==> src/core/bcbn_pkg.sv <==
// Behaviour
// - Bit-clear zeroes selected bit of addressed register
// - Access bit zero selects fixed access bank, except the indexed case below
// - Access bit one uses bank select pointer
// - Extended set, access zero, f<=5Fh indexed
// - Bit-clear: one cycle, decode/read/modify/write quarters
// - Branch adds twice signed offset to PC
// - Branch taken only when negative flag set
package bcbn_pkg;

  // ----------------------------------------
  // Encodings
  // ----------------------------------------
  localparam logic [3:0] BIT_CLEAR_OPC     = 4'h9;
  localparam logic [7:0] BRANCH_NEG_OPC    = 8'he6;
  localparam logic [7:0] INDEXED_LIMIT     = 8'h5f;
  localparam logic [7:0] ACCESS_SPLIT      = 8'h60;
  localparam logic [3:0] ACCESS_HIGH_BANK  = 4'hf;

  // ----------------------------------------
  // Reset values and PC step
  // ----------------------------------------
  localparam logic [1:0]  QUARTER_RESET    = 2'h0;
  localparam logic [20:0] PC_RESET         = 21'h00_0000;
  localparam logic [20:0] PC_STEP          = 21'h00_0002;

  typedef enum logic [1:0] {
    BCBN_Q1,
    BCBN_Q2,
    BCBN_Q3,
    BCBN_Q4
  } bcbn_quarter_type;

endpackage : bcbn_pkg

==> src/core/bcbn_quarter_gen.sv <==
`timescale 1ns/1ps
module bcbn_quarter_gen (
  input  wire logic                       core_clk,
  input  wire logic                       rst,
  input  wire logic                       clk_en,
  output bcbn_pkg::bcbn_quarter_type      quarter
);
  import bcbn_pkg::*;

  bcbn_quarter_type next_quarter;

  always_comb begin
    unique case (quarter)
      BCBN_Q1: next_quarter = BCBN_Q2;
      BCBN_Q2: next_quarter = BCBN_Q3;
      BCBN_Q3: next_quarter = BCBN_Q4;
      BCBN_Q4: next_quarter = BCBN_Q1;
    endcase
  end

  always_ff @(posedge core_clk) begin
    if (rst) begin
      quarter <= BCBN_Q1;
    end else if (clk_en) begin
      quarter <= next_quarter;
    end
  end

endmodule : bcbn_quarter_gen

==> src/core/bcbn_core.sv <==
`timescale 1ns/1ps
module bcbn_core (
  input  wire logic          core_clk,
  input  wire logic          rst,
  input  wire logic          clk_en,
  input  wire logic [15:0]   instr_word,
  input  wire logic          instr_valid,
  input  wire logic [3:0]    bank_select_pointer,
  input  wire logic          extended_set_en,
  input  wire logic [7:0]    index_base,
  input  wire logic          negative_flag,
  input  wire logic [7:0]    reg_rdata,
  output logic      [11:0]   reg_addr,
  output logic               reg_rd,
  output logic               reg_wr,
  output logic      [7:0]    reg_wdata,
  output logic      [20:0]   pc,
  output logic               pc_wr,
  output logic               instr_taken,
  output logic               bubble
);
  import bcbn_pkg::*;

  // ----------------------------------------
  // Quarter sequencing
  // ----------------------------------------
  bcbn_quarter_type quarter;

  bcbn_quarter_gen u_quarter (
    .core_clk (core_clk),
    .rst      (rst),
    .clk_en   (clk_en),
    .quarter  (quarter)
  );

  // ----------------------------------------
  // Decode state
  // ----------------------------------------
  logic [15:0] op;
  logic        op_clear;
  logic        op_branch;
  logic        idle_cycle;
  logic [7:0]  data;
  logic [15:0] next_op;
  logic        next_op_clear;
  logic        next_op_branch;
  logic        next_idle_cycle;
  logic [7:0]  next_data;

  logic [11:0] next_reg_addr;
  logic        next_reg_rd;
  logic        next_reg_wr;
  logic [7:0]  next_reg_wdata;
  logic [20:0] next_pc;
  logic        next_pc_wr;
  logic        next_instr_taken;
  logic        next_bubble;

  logic [7:0]  f_field;
  logic [2:0]  bit_sel;
  logic        acc_bit;
  logic [11:0] oper_addr;
  logic [20:0] offset_x2;

  always_comb begin
    f_field   = op[7:0];
    bit_sel   = op[11:9];
    acc_bit   = op[8];
    offset_x2 = {{12{op[7]}}, op[7:0], 1'b0};
    if (acc_bit) begin
      oper_addr = {bank_select_pointer, f_field};
    end else if (extended_set_en && (f_field <= INDEXED_LIMIT)) begin
      oper_addr = {4'h0, 8'(index_base + f_field)};
    end else if (f_field < ACCESS_SPLIT) begin
      oper_addr = {4'h0, f_field};
    end else begin
      oper_addr = {ACCESS_HIGH_BANK, f_field};
    end
  end

  logic        branch_go;

  // Branch decision at the write quarter
  assign branch_go = op_branch && negative_flag;

  // ----------------------------------------
  // Decode group
  // ----------------------------------------
  always_comb begin
    next_op          = op;
    next_op_clear    = op_clear;
    next_op_branch   = op_branch;
    next_idle_cycle  = idle_cycle;
    next_instr_taken = 1'b0;
    next_bubble      = bubble;
    unique case (quarter)
      BCBN_Q1: begin
        // Decode, unless this is the idle cycle
        next_bubble = idle_cycle;
        if (idle_cycle) begin
          next_idle_cycle = 1'b0;
          next_op_clear   = 1'b0;
          next_op_branch  = 1'b0;
        end else begin
          next_op          = instr_word;
          next_op_clear    = instr_valid && (instr_word[15:12] == BIT_CLEAR_OPC);
          next_op_branch   = instr_valid && (instr_word[15:8] == BRANCH_NEG_OPC);
          next_instr_taken = instr_valid;
        end
      end
      BCBN_Q2, BCBN_Q3: begin
        // Decoded operation held
      end
      BCBN_Q4: begin
        if (branch_go) begin
          next_idle_cycle = 1'b1;
        end
      end
    endcase
  end

  always_ff @(posedge core_clk) begin
    if (rst) begin
      op          <= 16'h0000;
      op_clear    <= 1'b0;
      op_branch   <= 1'b0;
      idle_cycle  <= 1'b0;
      instr_taken <= 1'b0;
      bubble      <= 1'b0;
    end else if (clk_en) begin
      op          <= next_op;
      op_clear    <= next_op_clear;
      op_branch   <= next_op_branch;
      idle_cycle  <= next_idle_cycle;
      instr_taken <= next_instr_taken;
      bubble      <= next_bubble;
    end
  end

  // ----------------------------------------
  // Register port group
  // ----------------------------------------
  always_comb begin
    next_data      = data;
    next_reg_addr  = reg_addr;
    next_reg_rd    = 1'b0;
    next_reg_wr    = 1'b0;
    next_reg_wdata = reg_wdata;
    unique case (quarter)
      BCBN_Q1: begin
        // Write-back pulse of the previous cycle ends
      end
      BCBN_Q2: begin
        if (op_clear) begin
          next_reg_addr = oper_addr;
          next_reg_rd   = 1'b1;
        end
      end
      BCBN_Q3: begin
        if (op_clear) begin
          next_data = reg_rdata & ~(8'h01 << bit_sel);
        end
      end
      BCBN_Q4: begin
        if (op_clear) begin
          next_reg_wr    = 1'b1;
          next_reg_wdata = data;
        end
      end
    endcase
  end

  always_ff @(posedge core_clk) begin
    if (rst) begin
      data      <= 8'h00;
      reg_addr  <= 12'h000;
      reg_rd    <= 1'b0;
      reg_wr    <= 1'b0;
      reg_wdata <= 8'h00;
    end else if (clk_en) begin
      data      <= next_data;
      reg_addr  <= next_reg_addr;
      reg_rd    <= next_reg_rd;
      reg_wr    <= next_reg_wr;
      reg_wdata <= next_reg_wdata;
    end
  end

  // ----------------------------------------
  // Program counter group
  // ----------------------------------------
  always_comb begin
    next_pc    = pc;
    next_pc_wr = 1'b0;
    unique case (quarter)
      BCBN_Q1, BCBN_Q3: begin
        // PC holds while decoding and processing
      end
      BCBN_Q2: begin
        // Fetch increment, skipped in the idle cycle
        if (!bubble) begin
          next_pc = pc + PC_STEP;
        end
      end
      BCBN_Q4: begin
        if (branch_go) begin
          next_pc    = pc + offset_x2;
          next_pc_wr = 1'b1;
        end
      end
    endcase
  end

  always_ff @(posedge core_clk) begin
    if (rst) begin
      pc    <= PC_RESET;
      pc_wr <= 1'b0;
    end else if (clk_en) begin
      pc    <= next_pc;
      pc_wr <= next_pc_wr;
    end
  end

endmodule : bcbn_core

==> config.mk <==
export PLATFORM = sky130hd
export DESIGN_NAME = bcbn_core
export DESIGN_NICKNAME = d
export VERILOG_FILES = /design/src/core/bcbn_pkg.sv /design/src/core/bcbn_quarter_gen.sv /design/src/core/bcbn_core.sv
export SDC_FILE = /design/constraint.sdc
export NUM_CORES = 1
export LEC_CHECK = 0
export BUFFER_PORTS_ARGS = -buffer_cell sky130_fd_sc_hd__buf_2
export CORE_ASPECT_RATIO = 2
export CORE_MARGIN = 1
export CORE_UTILIZATION = 33
export DETAILED_ROUTE_END_ITERATION = 8
export HOLD_SLACK_MARGIN = 0.05
export PLACE_DENSITY = 0.51
export SETUP_SLACK_MARGIN = 0.02
export SYNTH_ARGS = -nofsm -noshare
export SYNTH_HDL_FRONTEND = slang
export SYNTH_SLANG_ARGS = --single-unit
export TNS_END_PERCENT = 30
==> constraint.sdc <==
create_clock -name core_clk -period 6.5 [get_ports core_clk]
set_input_delay 0.975 -clock core_clk [delete_from_list [all_inputs] [get_ports core_clk]]
set_output_delay 0.975 -clock core_clk [all_outputs]
set_load 0.01 [all_outputs]
# ---- Word-level counts from Yosys, hierarchy flattened
# Index checks and enable logic that the tools add are counted.
dict set report op_classes {
  multipliers 0
  n_reduce_logical 14
  n_addsub 3
  n_shift 1
  n_bitwise 3
  div 0
  n_eq_ne 7
  order_cmp 2
  mux 18
}
# operator count
set op_table {}
lappend op_table {{21-bit 2-to-1 mux} 2}
lappend op_table {{21-bit one-hot mux with 2 select lines} 1}
lappend op_table {{12-bit 2-to-1 mux} 3}
lappend op_table {{21-bit by 2-bit adder with 21-bit output (second input constant)} 1}
lappend op_table {{21-bit adder} 1}
lappend op_table {{3-bit AND reduction} 5}
lappend op_table {{1-bit 2-to-1 mux} 10}
lappend op_table {{8-bit adder} 1}
lappend op_table {{8-bit AND} 1}
lappend op_table {{8-bit == test (second input constant)} 1}
lappend op_table {{8-bit by 7-bit <= comparator with 1-bit output (second input constant)} 1}
lappend op_table {{8-bit by 7-bit < comparator with 1-bit output (second input constant)} 1}
lappend op_table {{8-bit NOT} 1}
lappend op_table {{2-bit one-hot mux with 4 select lines} 1}
lappend op_table {{1-bit by 3-bit left shift with 8-bit output (first input constant)} 1}
lappend op_table {{2-bit == test (second input constant)} 2}
lappend op_table {{4-bit == test (second input constant)} 1}
lappend op_table {{1-bit logical AND} 4}
lappend op_table {{2-bit inequality test (second input constant)} 2}
lappend op_table {{4-bit AND reduction} 1}
lappend op_table {{2-bit nonzero test} 2}
lappend op_table {{2-bit by 1-bit == test with 1-bit output (second input constant)} 1}
lappend op_table {{2-bit logical NOT} 1}
lappend op_table {{1-bit one-hot mux with 2 select lines} 1}
lappend op_table {{2 further kinds} 2}
dict set report word_totals {
  word_cells 62
  romBits 0
  input_bits 42
  latchBits 0
  mem_count 0
  regBits 71
  ramBits 0
}

# ---- Longest topological paths before layout
# Gate-level depths: netlist of run 1.
dict set report logic_depth {
  depth_word 4
  ltp_mapped 11
}

# ---- Hierarchy
# A second synthesis of run 1 with hierarchy kept.
dict set report unflattened {
  cells_unflattened 476
  area_unflattened_um2 3728.6
}
# mod n_inst cells_per_inst area_per_inst_um2 seq_area_each_um2
set modules_own_cells {}
lappend modules_own_cells {bcbn_core 1 465 3627.2 1361.3}
lappend modules_own_cells {bcbn_quarter_gen 1 11 101.3 40.0}

# ---- Worst setup path after synthesis of run 1
# Ideal clock, no wire load.
dict set report synth_timing {
  path_type {register -> register}
  from {register u_quarter.quarter[0]}
  to {register pc[19]}
  period_less_slack_ns 3.007
  arrival_time_ns 2.889
  n_path_buf 1
  path_stages_with_launch 12
  setup_slack_ns 3.493
  cell_sequence {dfxtp_1 -> ha_1 -> clkbuf_1 -> nand2b_1 -> ha_1 -> fa_1 -> a211oi_2 -> o21ai_2 -> a2111oi_0 -> nand4_1 -> a21boi_1 -> nor3b_2}
}
dict set report synth_between {
  elab_chain_cells 3
  elab_cells_between_ends 7
}
# element line
set synth_lines {}
lappend synth_lines {{from (decl)} bcbn_quarter_gen.sv:6} ;# output bcbn_pkg::bcbn_quarter_type quarter
lappend synth_lines {{from (signal assigned)} bcbn_quarter_gen.sv:25} ;# quarter <= next_quarter;
lappend synth_lines {{2-bit by 1-bit == test with 1-bit output / 2-bit == test (equally long branches)} bcbn_core.sv:195} ;# unique case (quarter)
lappend synth_lines {{2-bit inequality test (no line) / 2-bit nonzero test (equally long branches)} --}
lappend synth_lines {{4-bit AND reduction (no line)} --}
lappend synth_lines {{to (signal assigned)} bcbn_core.sv:219} ;# pc <= next_pc;
lappend synth_lines {{to (decl)} bcbn_core.sv:17} ;# output logic [20:0] pc,
# Several ways; a longest one is shown, not always the timed one.
# A chain may end at the register's enable or synchronous reset.

# ---- Worst setup path after layout of run 1
# Same ends and word-level chain as after synthesis.

==> results of run 1 <==
[registers in the layout, indices dropped and copies added, names as in the netlist, 2 cells and up]
| signal | cells |
|---|---|
| data | 8 |
| pc | 20 |
| op | 12 |
| reg_addr | 12 |
| reg_wdata | 8 |
| u_quarter.quarter | 2 |
[per-layer routing]
layer | routed length, um | vias up | track usage [%]
li1 | - | 1937 | -
met1 | 4210 | 1809 | 18.4
met2 | 6100 | 97 | 35.8
met3 | 386 | 16 | 2.61
met4 | 316 | 0 | 9.86
met5 | 0 | - | 0
[cell type report]
class,instances,area (um2)
timing repair buffer,88,445
clock inverter,7,121
inverter,10,37.5
fill,1262,6970
tap,145,181
sequential,70,1400
multi-input combinational,393,2390
clock buffer,9,225
[cells in the mapped netlist (3+ instances only)]
master and count:
clkbuf_1 19, clkbuf_8 3, nor2_1 36, nor2b_1 7
nand3_1 22, a21oi_1 61, nor3_1 17, dfxtp_1 70
o21bai_1 4, inv_1 10, o311ai_0 4, and2_1 7
o31ai_1 3, a2111oi_0 3, o21ai_1 5, xnor2_1 5
nand2b_1 7, ha_1 18, o21a_1 5, xor2_1 4
a211o_1 4, nor4_1 3, nand4_1 6, mux2_2 3
buf_6 3, o21ai_0 8, and3_1 7, o21ai_2 3
a311oi_1 5, a21o_1 3, nand2_1 86, a211oi_1 7
o211ai_1 7
[report_power, final]
part           internal (mW)  switching, mW  leakage, nW
combinational         0.0367         0.0563         1.21
clock                  0.377          0.190        0.170
sequential             0.437         0.0105        0.566
[worst reg2reg max path: cells and delay by family, from the launching register on]
family	cells	cell delay (ns)
compound gates	4	1.34
fa+ha+maj	3	1.29
simple gates	3	0.38
flops	1	0.37
[worst min path at each step]
stage / from / end / slack [ns]
finish: reg_addr[1]$_SDFFE_PP0P_ / reg_addr[1]$_SDFFE_PP0P_ / 0.45
floorplan: data[0]$_SDFFE_PP0P_ / reg_wdata[0]$_SDFFE_PP0P_ / 0.43
detailed placement: data[3]$_SDFFE_PP0P_ / data[3]$_SDFFE_PP0P_ / 0.45
global placement: data[7]$_SDFFE_PP0P_ / reg_wdata[7]$_SDFFE_PP0P_ / 0.44
CTS: data[3]$_SDFFE_PP0P_ / data[3]$_SDFFE_PP0P_ / 0.45
global route: data[3]$_SDFFE_PP0P_ / data[3]$_SDFFE_PP0P_ / 0.47
[logic make-up (layout without fill, tap and decap cells)]
group | after synthesis | after routing
AND/OR/NAND/NOR | 220 | 220
AO/OA/AOI/OAI | 137 | 137
flip-flops | 70 | 70
buffers and inverters | 37 | 114
adder cells (fa/ha/maj) | 20 | 20
XOR/XNOR | 9 | 9
multiplexers | 6 | 6
other | 1 | 1
==> results by group, run 1 <==
Critical path
  • CP max-delay cell: ha_1
  • CP startpoint kind: register
  • Worst setup path endpoint: pc[19]$_SDFFE_PP0P_
  • Critical path arrival: 3.71 ns
  • Cell family contributing the most delay on the critical path: compound AO/OA/AOI/OAI gates
  • Worst-path maximum fanout: 16
  • RR Startpoint: u_quarter.quarter[0]$_SDFFE_PP0P_
  • Crit path depth: 10
  • RR Endpoint: pc[19]$_SDFFE_PP0P_
  • Crit. End Element: register
  • Worst endpoint required time: 6.68 ns
  • Worst r2r path cells: 10
  • CP Class: reg2reg
  • R2r setup slk: 2.97 ns
  • Crit path top cell by count: ha_1
  • Worst setup path startpoint: u_quarter.quarter[0]$_SDFFE_PP0P_
  • CP max stage delay: 0.59 ns
  • Buffers & Inverters on Critical Path: 0
  • CP Cell Sequence: ha_1, nand2b_1, ha_1, fa_1, a211oi_2, o21ai_2, a2111oi_0, nand4_1, a21boi_1, nor3b_2

Cells and area
  • N_diodes: 0
  • Most frequent cells in the layout: 86 x nand2_1, 86 x buf_2, 70 x dfxtp_1
  • Final Non-Filler Cells: 722
  • Area growth from synthesis to layout: 20.4%
  • Post-layout nets: 634
  • Proportion of layout cells with a drive suffix above 1: 21.8%
  • Post-route cell area: 0.00480 mm2
  • Utilization after layout: 40.8%

Routing
  • Vias: 3,859
  • Antenna Nets Post-Route: 0
  • DRT iter0 DRCs: 127
  • Via density: 5.34
  • WL/cell: 15.2 um
  • Pre-antenna DRT Iters: 4
  • # DRC: 0
  • Final WL: 11,000 um

Synth
  • Sequential fraction of the synthesis area: 35.1%
  • Compound-cell area share of the yosys netlist: 22.4%
  • Largest family of logic cells by synthesized area: simple AND/OR/NAND/NOR gates
  • Post-synthesis xor/xnor area fraction: 1.98%
  • Cell taking the most area after synthesis: dfxtp_1
  • Ys flop type: dfxtp_1
  • Simple-gate area share of the yosys netlist: 27.1%
  • Number of flops mapped to enable cells by yosys: 0
  • Synthesized area: 0.00399 mm2
  • Mapped Nets: 562
  • Post-Synth Adder-Cell Area: 6.65%
  • Multiplexer area fraction after synthesis: 1.63%
  • Post-synth top area share: 35.1%
  • Synth Instances: 500
  • Yosys warns: 0
  • Synth area leaders: dfxtp_1 35%, nand2_1 8.1%, a21oi_1 7.7%
  • Post-synth ARST share: 0%
  • Syn_area_per_cell: 7.98 um2
  • FF+latch count, synth: 70
  • Distinct cells, synth: 68

Power
  • Lkg Pwr: 1.95 nW
  • Power, Total: 1.11 mW
  • PD cells: 231 mW/mm2
  • Worst vdd rail ir drop: 0.000177 V

CTS
  • Cts hold-fix bufs: 0
  • Cts repair resizes: 0
  • Skew-Pair Late Insertion Delay: 0.33 ns
  • Max clock buf depth: 2
  • CTS tree: built
  • Reg clk slew, reported paths: 0.06 ns
  • Total CTS buffers: 9
  • CTS Root Cell: clkbuf_16
  • Clock sink total: 70
  • H-tree depth: 3
  • Post-CTS setup repair buffer count: 0

STA
  • Setup_tns: 0 ns
  • Fin. max-slew vios: 0
  • Worst Hold Margin: 0.451 ns
  • Tmin final: 3.53 ns
  • Final setup viols: 0
  • Worst-margin pin slew: 0.936 ns
  • Max-slew headroom: 37.4%
  • Fin. Hold Viols: 0
  • Final period utilization: 54.3%
  • Clock Skews: 0.00721 ns
  • Max frequency: 283 MHz
  • RSZ-0062 raised after global routing: false
  • Crit path setup slack, layout: 2.97 ns

Placement
  • GP Congestion: 0.930
  • Quantity of I/O buffers inserted on ports: 86
  • Placed cell areas: 0.00445 mm2
  • Placement Setup Slack: 3.01 ns
  • Hpwl dp: 8330 um
  • Dpl cells: 706

Global route
  • Vias in the first global route: 3,723
  • Initial antenna violation count: 0
  • Pin count of the biggest net entering global routing: 74
  • First-pass GRT wire length: 17,900 um
  • GR Overflow Total: 0
  • Total global-route track usage: 18.6%

Die
  • DIE AREA: 0.0126 mm2
  • Die Height: 157 um
  • I/O pin count: 88
  • Die width: 79.7 um
  • Std-Cell Rows: 56
  • Initial core utilization: 33.9%
  • Core box area: 0.0118 mm2

Hold path
  • Hold Path Class: reg2reg
  • Hold Crit Depth: 2

Outcome
  • Status: finished, final reports clean

Flow run
  • Max-Cap Viols: 0
Power figures use the tool's default switching activity.
==> run 2: changes to the inputs <==
Clock period 6.5 ns to 3.45 ns, I/O delays scaled along.
==> run 2 against run 1 <==
  * Clock skew rose by 0.0024 ns
  * Flip-flop and latch count did not move
  * Final cell count rose by 0.55%
  * Design area rose by 0.65%
  * Critical endpoint is now pc[13]$_SDFFE_PP0P_
==> results by group, run 2 (synthesis gave the netlist of run 1 again) <==
Outcome
  • Status: finished, final reports clean

Cells and area
  • Post-layout nets: 638
  • Filler Cells Inserted: 1,233
  • Proportion of layout cells with a drive suffix above 1: 22.4%
  • Most frequent cells in the layout: 86 x nand2_1, 86 x buf_2, 70 x dfxtp_1
  • FF+latch area: 0.00140 mm2
  • Area growth from synthesis to layout: 21.1%
  • Area of the multi-input gates: 0.00239 mm2
  • Max reg flops: 20
  • Largest regs: pc: 20 flops, op: 12 flops, reg_addr: 12 flops
  • Top reg by flops: pc
  • Final Non-Filler Cells: 726
  • N_diodes: 0

Power
  • Sequential power share: 39.8%
  • Switch Pwr: 0.498 mW
  • PD cells: 439 mW/mm2
  • Worst vdd rail ir drop: 0.000228 V
  • Logic pwr share: 8.6%
  • Sw Ratio: 23.5%
  • Lkg Pwr: 1.97 nW
  • Clk network pwr share: 51.5%
  • Int Power: 1.62 mW

STA
  • Tmin final: 3.10 ns
  • Crit path setup slack, layout: 0.347 ns
  • Fin. max-slew vios: 0
  • Final period utilization: 89.9%
  • RSZ-0062 raised after global routing: false
  • Clock Skews: 0.00962 ns
  • Max-slew headroom: 60.4%
  • Max frequency: 322 MHz
  • Final setup viols: 0
  • Worst-margin pin slew: 0.593 ns
  • Fin. Hold Viols: 0
  • Setup_tns: 0 ns

Die
  • Initial core utilization: 33.9%
  • Std-Cell Rows: 56
  • I/O pin count: 88
  • DIE AREA: 0.0126 mm2
  • Core box area: 0.0118 mm2
  • Die width: 79.7 um
  • Die Height: 157 um

Placement
  • Dpl cells: 710
  • Quantity of I/O buffers inserted on ports: 86
  • Placement Setup Slack: 0.416 ns
  • Hpwl dp: 8790 um
  • GP Congestion: 0.869

Routing
  • Antenna Nets Post-Route: 0
  • Final WL: 11,400 um
  • Pre-antenna DRT Iters: 4
  • Vias: 3,848
  • DRT iter0 DRCs: 150
  • WL/cell: 15.8 um
  • # DRC: 0
  • Via density: 5.30

Critical path
  • Worst-path maximum fanout: 6
  • CP Class: reg2reg
  • Worst endpoint required time: 3.71 ns
  • Critical path arrival: 3.37 ns
  • Crit. End Element: register
  • CP startpoint kind: register

CTS
  • Reg clk slew, reported paths: 0.06 ns
  • Clock sink total: 70
  • CTS Root Cell: clkbuf_16
  • Skew-Pair Late Insertion Delay: 0.34 ns
  • Cts hold-fix bufs: 0
  • Cts repair resizes: 0
  • CTS tree: built
  • Post-CTS setup repair buffer count: 0
  • H-tree depth: 3
  • Max clock buf depth: 2
  • Total CTS buffers: 9

Global route
  • Vias in the first global route: 3,713
  • Pin count of the biggest net entering global routing: 32
  • First-pass GRT wire length: 18,000 um
  • Total global-route track usage: 18.9%
  • Initial antenna violation count: 0
  • GR Overflow Total: 0

Hold path
  • Hold Path Class: in2reg

Flow run
  • Max-Cap Viols: 0
[run 2: changes by cell type in the layout (fill, tap and decap cells not counted), sizes merged]
| cell | delta |
|---|---|
| buf | +4 |
| clkbuf | +1 |
| inv | -1 |
[run 2: final timing paths]
| path | start | endpoint | slack (ns) | depth (start not counted) |
|---|---|---|---|---|
| max | u_quarter.quarter[0]$_SDFFE_PP0P_ | pc[13]$_SDFFE_PP0P_ | 0.35 | 10 |
| min | instr_word[6] | op[6]$_SDFFE_PP0P_ | 0.42 | 3 |
| max reg2reg | u_quarter.quarter[0]$_SDFFE_PP0P_ | pc[13]$_SDFFE_PP0P_ | 0.35 | 10 |
| min reg2reg | data[4]$_SDFFE_PP0P_ | data[4]$_SDFFE_PP0P_ | 0.45 | 2 |
[run 2: per-stage QoR]
step / hold slack (ns) / utilization [%] / instance area [um2] / power, mW
2_1_floorplan: 0.432 / - / 3990 / 0.982
3_3_place_gp: 0.441 / 38.1 / 4480 / 1.04
3_5_place_dp: 0.445 / 38.1 / 4480 / 1.05
4_1_cts: 0.409 / 41.1 / 4830 / 2.14
5_1_grt: 0.423 / 41.1 / 4830 / 2.20
6_report: 0.418 / 41.1 / 4830 / 2.12
[run 2: layer usage]
layer | GRT usage, % | wire (um) | up-vias
met1 | 19.5 | 4410 | 1778
met4 | 10.5 | 410 | 0
met2 | 35.2 | 6190 | 106
li1 | - | - | 1934
met3 | 3.19 | 425 | 30
met5 | 0 | 0 | -
[run 2: layout make-up]
cell class | count | share of cell area, %
Inverter | 10 | 0.777
Clock buffer | 10 | 4.95
Clock inverter | 6 | 2.25
Tap cell | 145 | 3.75
Timing Repair Buffer | 92 | 9.84
Sequential cell | 70 | 29.0
Multi-Input combinational cell | 393 | 49.4
[run 2: critical path: stages (launching register included)]
cell       delay (ns)
dfxtp_1          0.39
ha_1             0.26
nand2b_1         0.08
ha_1             0.24
fa_1             0.45
a211oi_2         0.37
o21ai_2          0.18
a2111oi_0        0.51
a31oi_1          0.10
or3_1            0.32
a21oi_1          0.13
[run 2: power by group through the flow]
stage	Clock [mW]	Sequential [mW]	Combinational (mW)
floorplan	0	0.855	0.127
global placement	0	0.861	0.181
detailed placement	0	0.862	0.185
CTS	1.11	0.844	0.185
global route	1.15	0.846	0.206
finish	1.09	0.844	0.183
==> run 3: changes to the inputs <==
Settings changed: CELL_PAD_IN_SITES_DETAIL_PLACEMENT set to 1, CELL_PAD_IN_SITES_GLOBAL_PLACEMENT set to 2, CORE_ASPECT_RATIO 2 to 0.7, CORE_UTILIZATION 33 to 31, PLACE_DENSITY 0.51 to 0.77.
==> run 3 against run 2 <==
  * Clock skew down 0.0042 ns
  * Register-to-register slack lost 0.03 ns
  * Power is 6.6% lower
  * Sequential power about the same
  * Largest power group unchanged
  * Worst hold slack better by 0.0085 ns
  * Routed wire length grew 11%
  * Design area about the same
==> results by group, run 3 (synthesis gave the netlist of run 1 again) <==
STA
  • Clock Skews: 0.00544 ns
  • Max-slew headroom: 55.9%
  • Fin. max-slew vios: 0
  • Final setup viols: 0
  • Setup_tns: 0 ns
  • RSZ-0062 raised after global routing: false
  • Tmin final: 3.13 ns
  • Worst-margin pin slew: 0.662 ns
  • Final period utilization: 90.7%
  • Max frequency: 320 MHz
  • Fin. Hold Viols: 0

CTS
  • Skew-Pair Late Insertion Delay: 0.34 ns
  • Reg clk slew, reported paths: 0.06 ns
  • H-tree depth: 3
  • CTS Root Cell: clkbuf_16
  • CTS tree: built
  • Clock sink total: 70
  • Max clock buf depth: 2
  • Total CTS buffers: 9

Critical path
  • Crit. End Element: register
  • CP startpoint kind: register
  • Worst r2r path cells: 10
  • CP Class: reg2reg
  • R2r setup slk: 0.32 ns
  • Worst setup path startpoint: u_quarter.quarter[1]$_SDFFE_PP0P_
  • Worst endpoint required time: 3.72 ns
  • Critical path arrival: 3.40 ns
  • Worst-path maximum fanout: 7
  • Worst setup path endpoint: pc[13]$_SDFFE_PP0P_
  • RR Startpoint: u_quarter.quarter[1]$_SDFFE_PP0P_
  • RR Endpoint: pc[13]$_SDFFE_PP0P_

Power
  • PD cells: 409 mW/mm2
  • Logic pwr share: 9.6%
  • Lkg Pwr: 1.95 nW
  • Worst vdd rail ir drop: 0.000243 V
  • Switch Pwr: 0.521 mW
  • Int Power: 1.46 mW
  • Sw Ratio: 26.3%
  • Clk network pwr share: 47.7%
  • Sequential power share: 42.6%

Cells and area
  • Most frequent cells in the layout: 86 x nand2_1, 86 x buf_2, 70 x dfxtp_1
  • Post-layout nets: 641
  • Top reg by flops: pc
  • Largest regs: pc: 20 flops, op: 12 flops, reg_addr: 12 flops
  • Max reg flops: 20
  • N_diodes: 0
  • Area growth from synthesis to layout: 21.2%
  • Post-route cell area: 0.00483 mm2
  • Proportion of layout cells with a drive suffix above 1: 22.9%
  • Filler Cells Inserted: 1,523

Routing
  • DRT iter0 DRCs: 190
  • Via density: 5.30
  • Vias: 3,957
  • WL/cell: 16.9 um
  • Antenna Nets Post-Route: 0
  • # DRC: 0
  • Final WL: 12,600 um
  • Pre-antenna DRT Iters: 4

Placement
  • Placed cell areas: 0.00453 mm2
  • Hpwl dp: 9560 um
  • Quantity of I/O buffers inserted on ports: 86
  • GP Congestion: 0.855

Global route
  • Global Route met2 Usage: 29.1%
  • Total global-route track usage: 19.6%
  • Vias in the first global route: 3,880
  • Met1 Use GR: 28.3%
  • GR peak layer: met2
  • Pin count of the biggest net entering global routing: 31
  • First-pass GRT wire length: 20,100 um
  • GR Overflow Total: 0
  • Initial antenna violation count: 0
  • M3 GR Usage: 3.88%

Hold path
  • Hold Path Class: in2reg
  • Hold Crit Start: instr_word[3]

Die
  • DIE AREA: 0.0133 mm2
  • Core box area: 0.0125 mm2
  • I/O pin count: 88
  • Std-Cell Rows: 34
  • Die Height: 96.9 um
  • Initial core utilization: 32.0%
  • Die width: 138 um

Outcome
  • Status: finished, final reports clean

Flow run
  • Max-Cap Viols: 0
## run 3: what timing repair did
item	CTS	global route
hold buffers	0	0
gates resized for setup	0	2
endpoints found under the setup margin	0	2
endpoints found under the hold margin	0	0
buffers inserted	0	0
## run 3: per-layer routing
metal  routed length, um  vias to the layer above
met5                   0                        -
met4                 103                        0
met3                 686                        6
met2                5460                       93
met1                6390                     1909
li1                    -                     1949
## run 3: how the worst min path moves through the flow
stage / to / slack, ns / cells after the start
global placement: reg_addr[11]$_SDFFE_PP0P_ / 0.44 / 2
CTS: op[0]$_SDFFE_PP0P_ / 0.41 / 3
floorplan: reg_wdata[0]$_SDFFE_PP0P_ / 0.43 / 2
detailed placement: data[7]$_SDFFE_PP0P_ / 0.45 / 2
finish: op[3]$_SDFFE_PP0P_ / 0.43 / 3
global route: op[1]$_SDFFE_PP0P_ / 0.43 / 3
## run 3: through the flow
step	setup WS, ns	util (%)	cells	hold slack, ns	power, mW
after floorplan	0.443	-	500	0.432	0.982
after CTS	0.180	38.7	746	0.414	2.01
final	0.321	38.8	746	0.426	1.98
after global placement	0.427	36.3	730	0.439	1.05
after global routing	0.119	38.8	746	0.425	2.07
after detailed placement	0.204	36.3	730	0.446	1.05
## run 3: critical path: stages, from the launching register on
cell and delay, ns:
dfxtp_1 0.38, ha_1 0.29, nand2b_1 0.08, ha_1 0.23, fa_1 0.46, a211oi_2 0.37, o21ai_2 0.19, a2111oi_0 0.49
a31oi_1 0.10, or3_1 0.32, a21oi_1 0.14
## run 3: power by group through the flow
| stage | Clock [mW] | Sequential [mW] | Combinational [mW] |
|---|---|---|---|
| floorplan | 0 | 0.855 | 0.127 |
| global placement | 0 | 0.861 | 0.186 |
| detailed placement | 0 | 0.862 | 0.190 |
| CTS | 0.972 | 0.844 | 0.193 |
| global route | 1.00 | 0.847 | 0.216 |
| finish | 0.944 | 0.844 | 0.191 |
## run 3: layout make-up
| cell class | instances | area, um2 | share of cell area, % |
|---|---|---|---|
| inverter | 10 | 37.5 | 0.776 |
| clock buffer | 9 | 225 | 4.66 |
| timing repair buffer | 95 | 498 | 10.3 |
| clock inverter | 7 | 75.1 | 1.55 |
| multi-input combinational | 393 | 2390 | 49.5 |
| sequential | 70 | 1400 | 29.0 |
| tap | 162 | 203 | 4.19 |
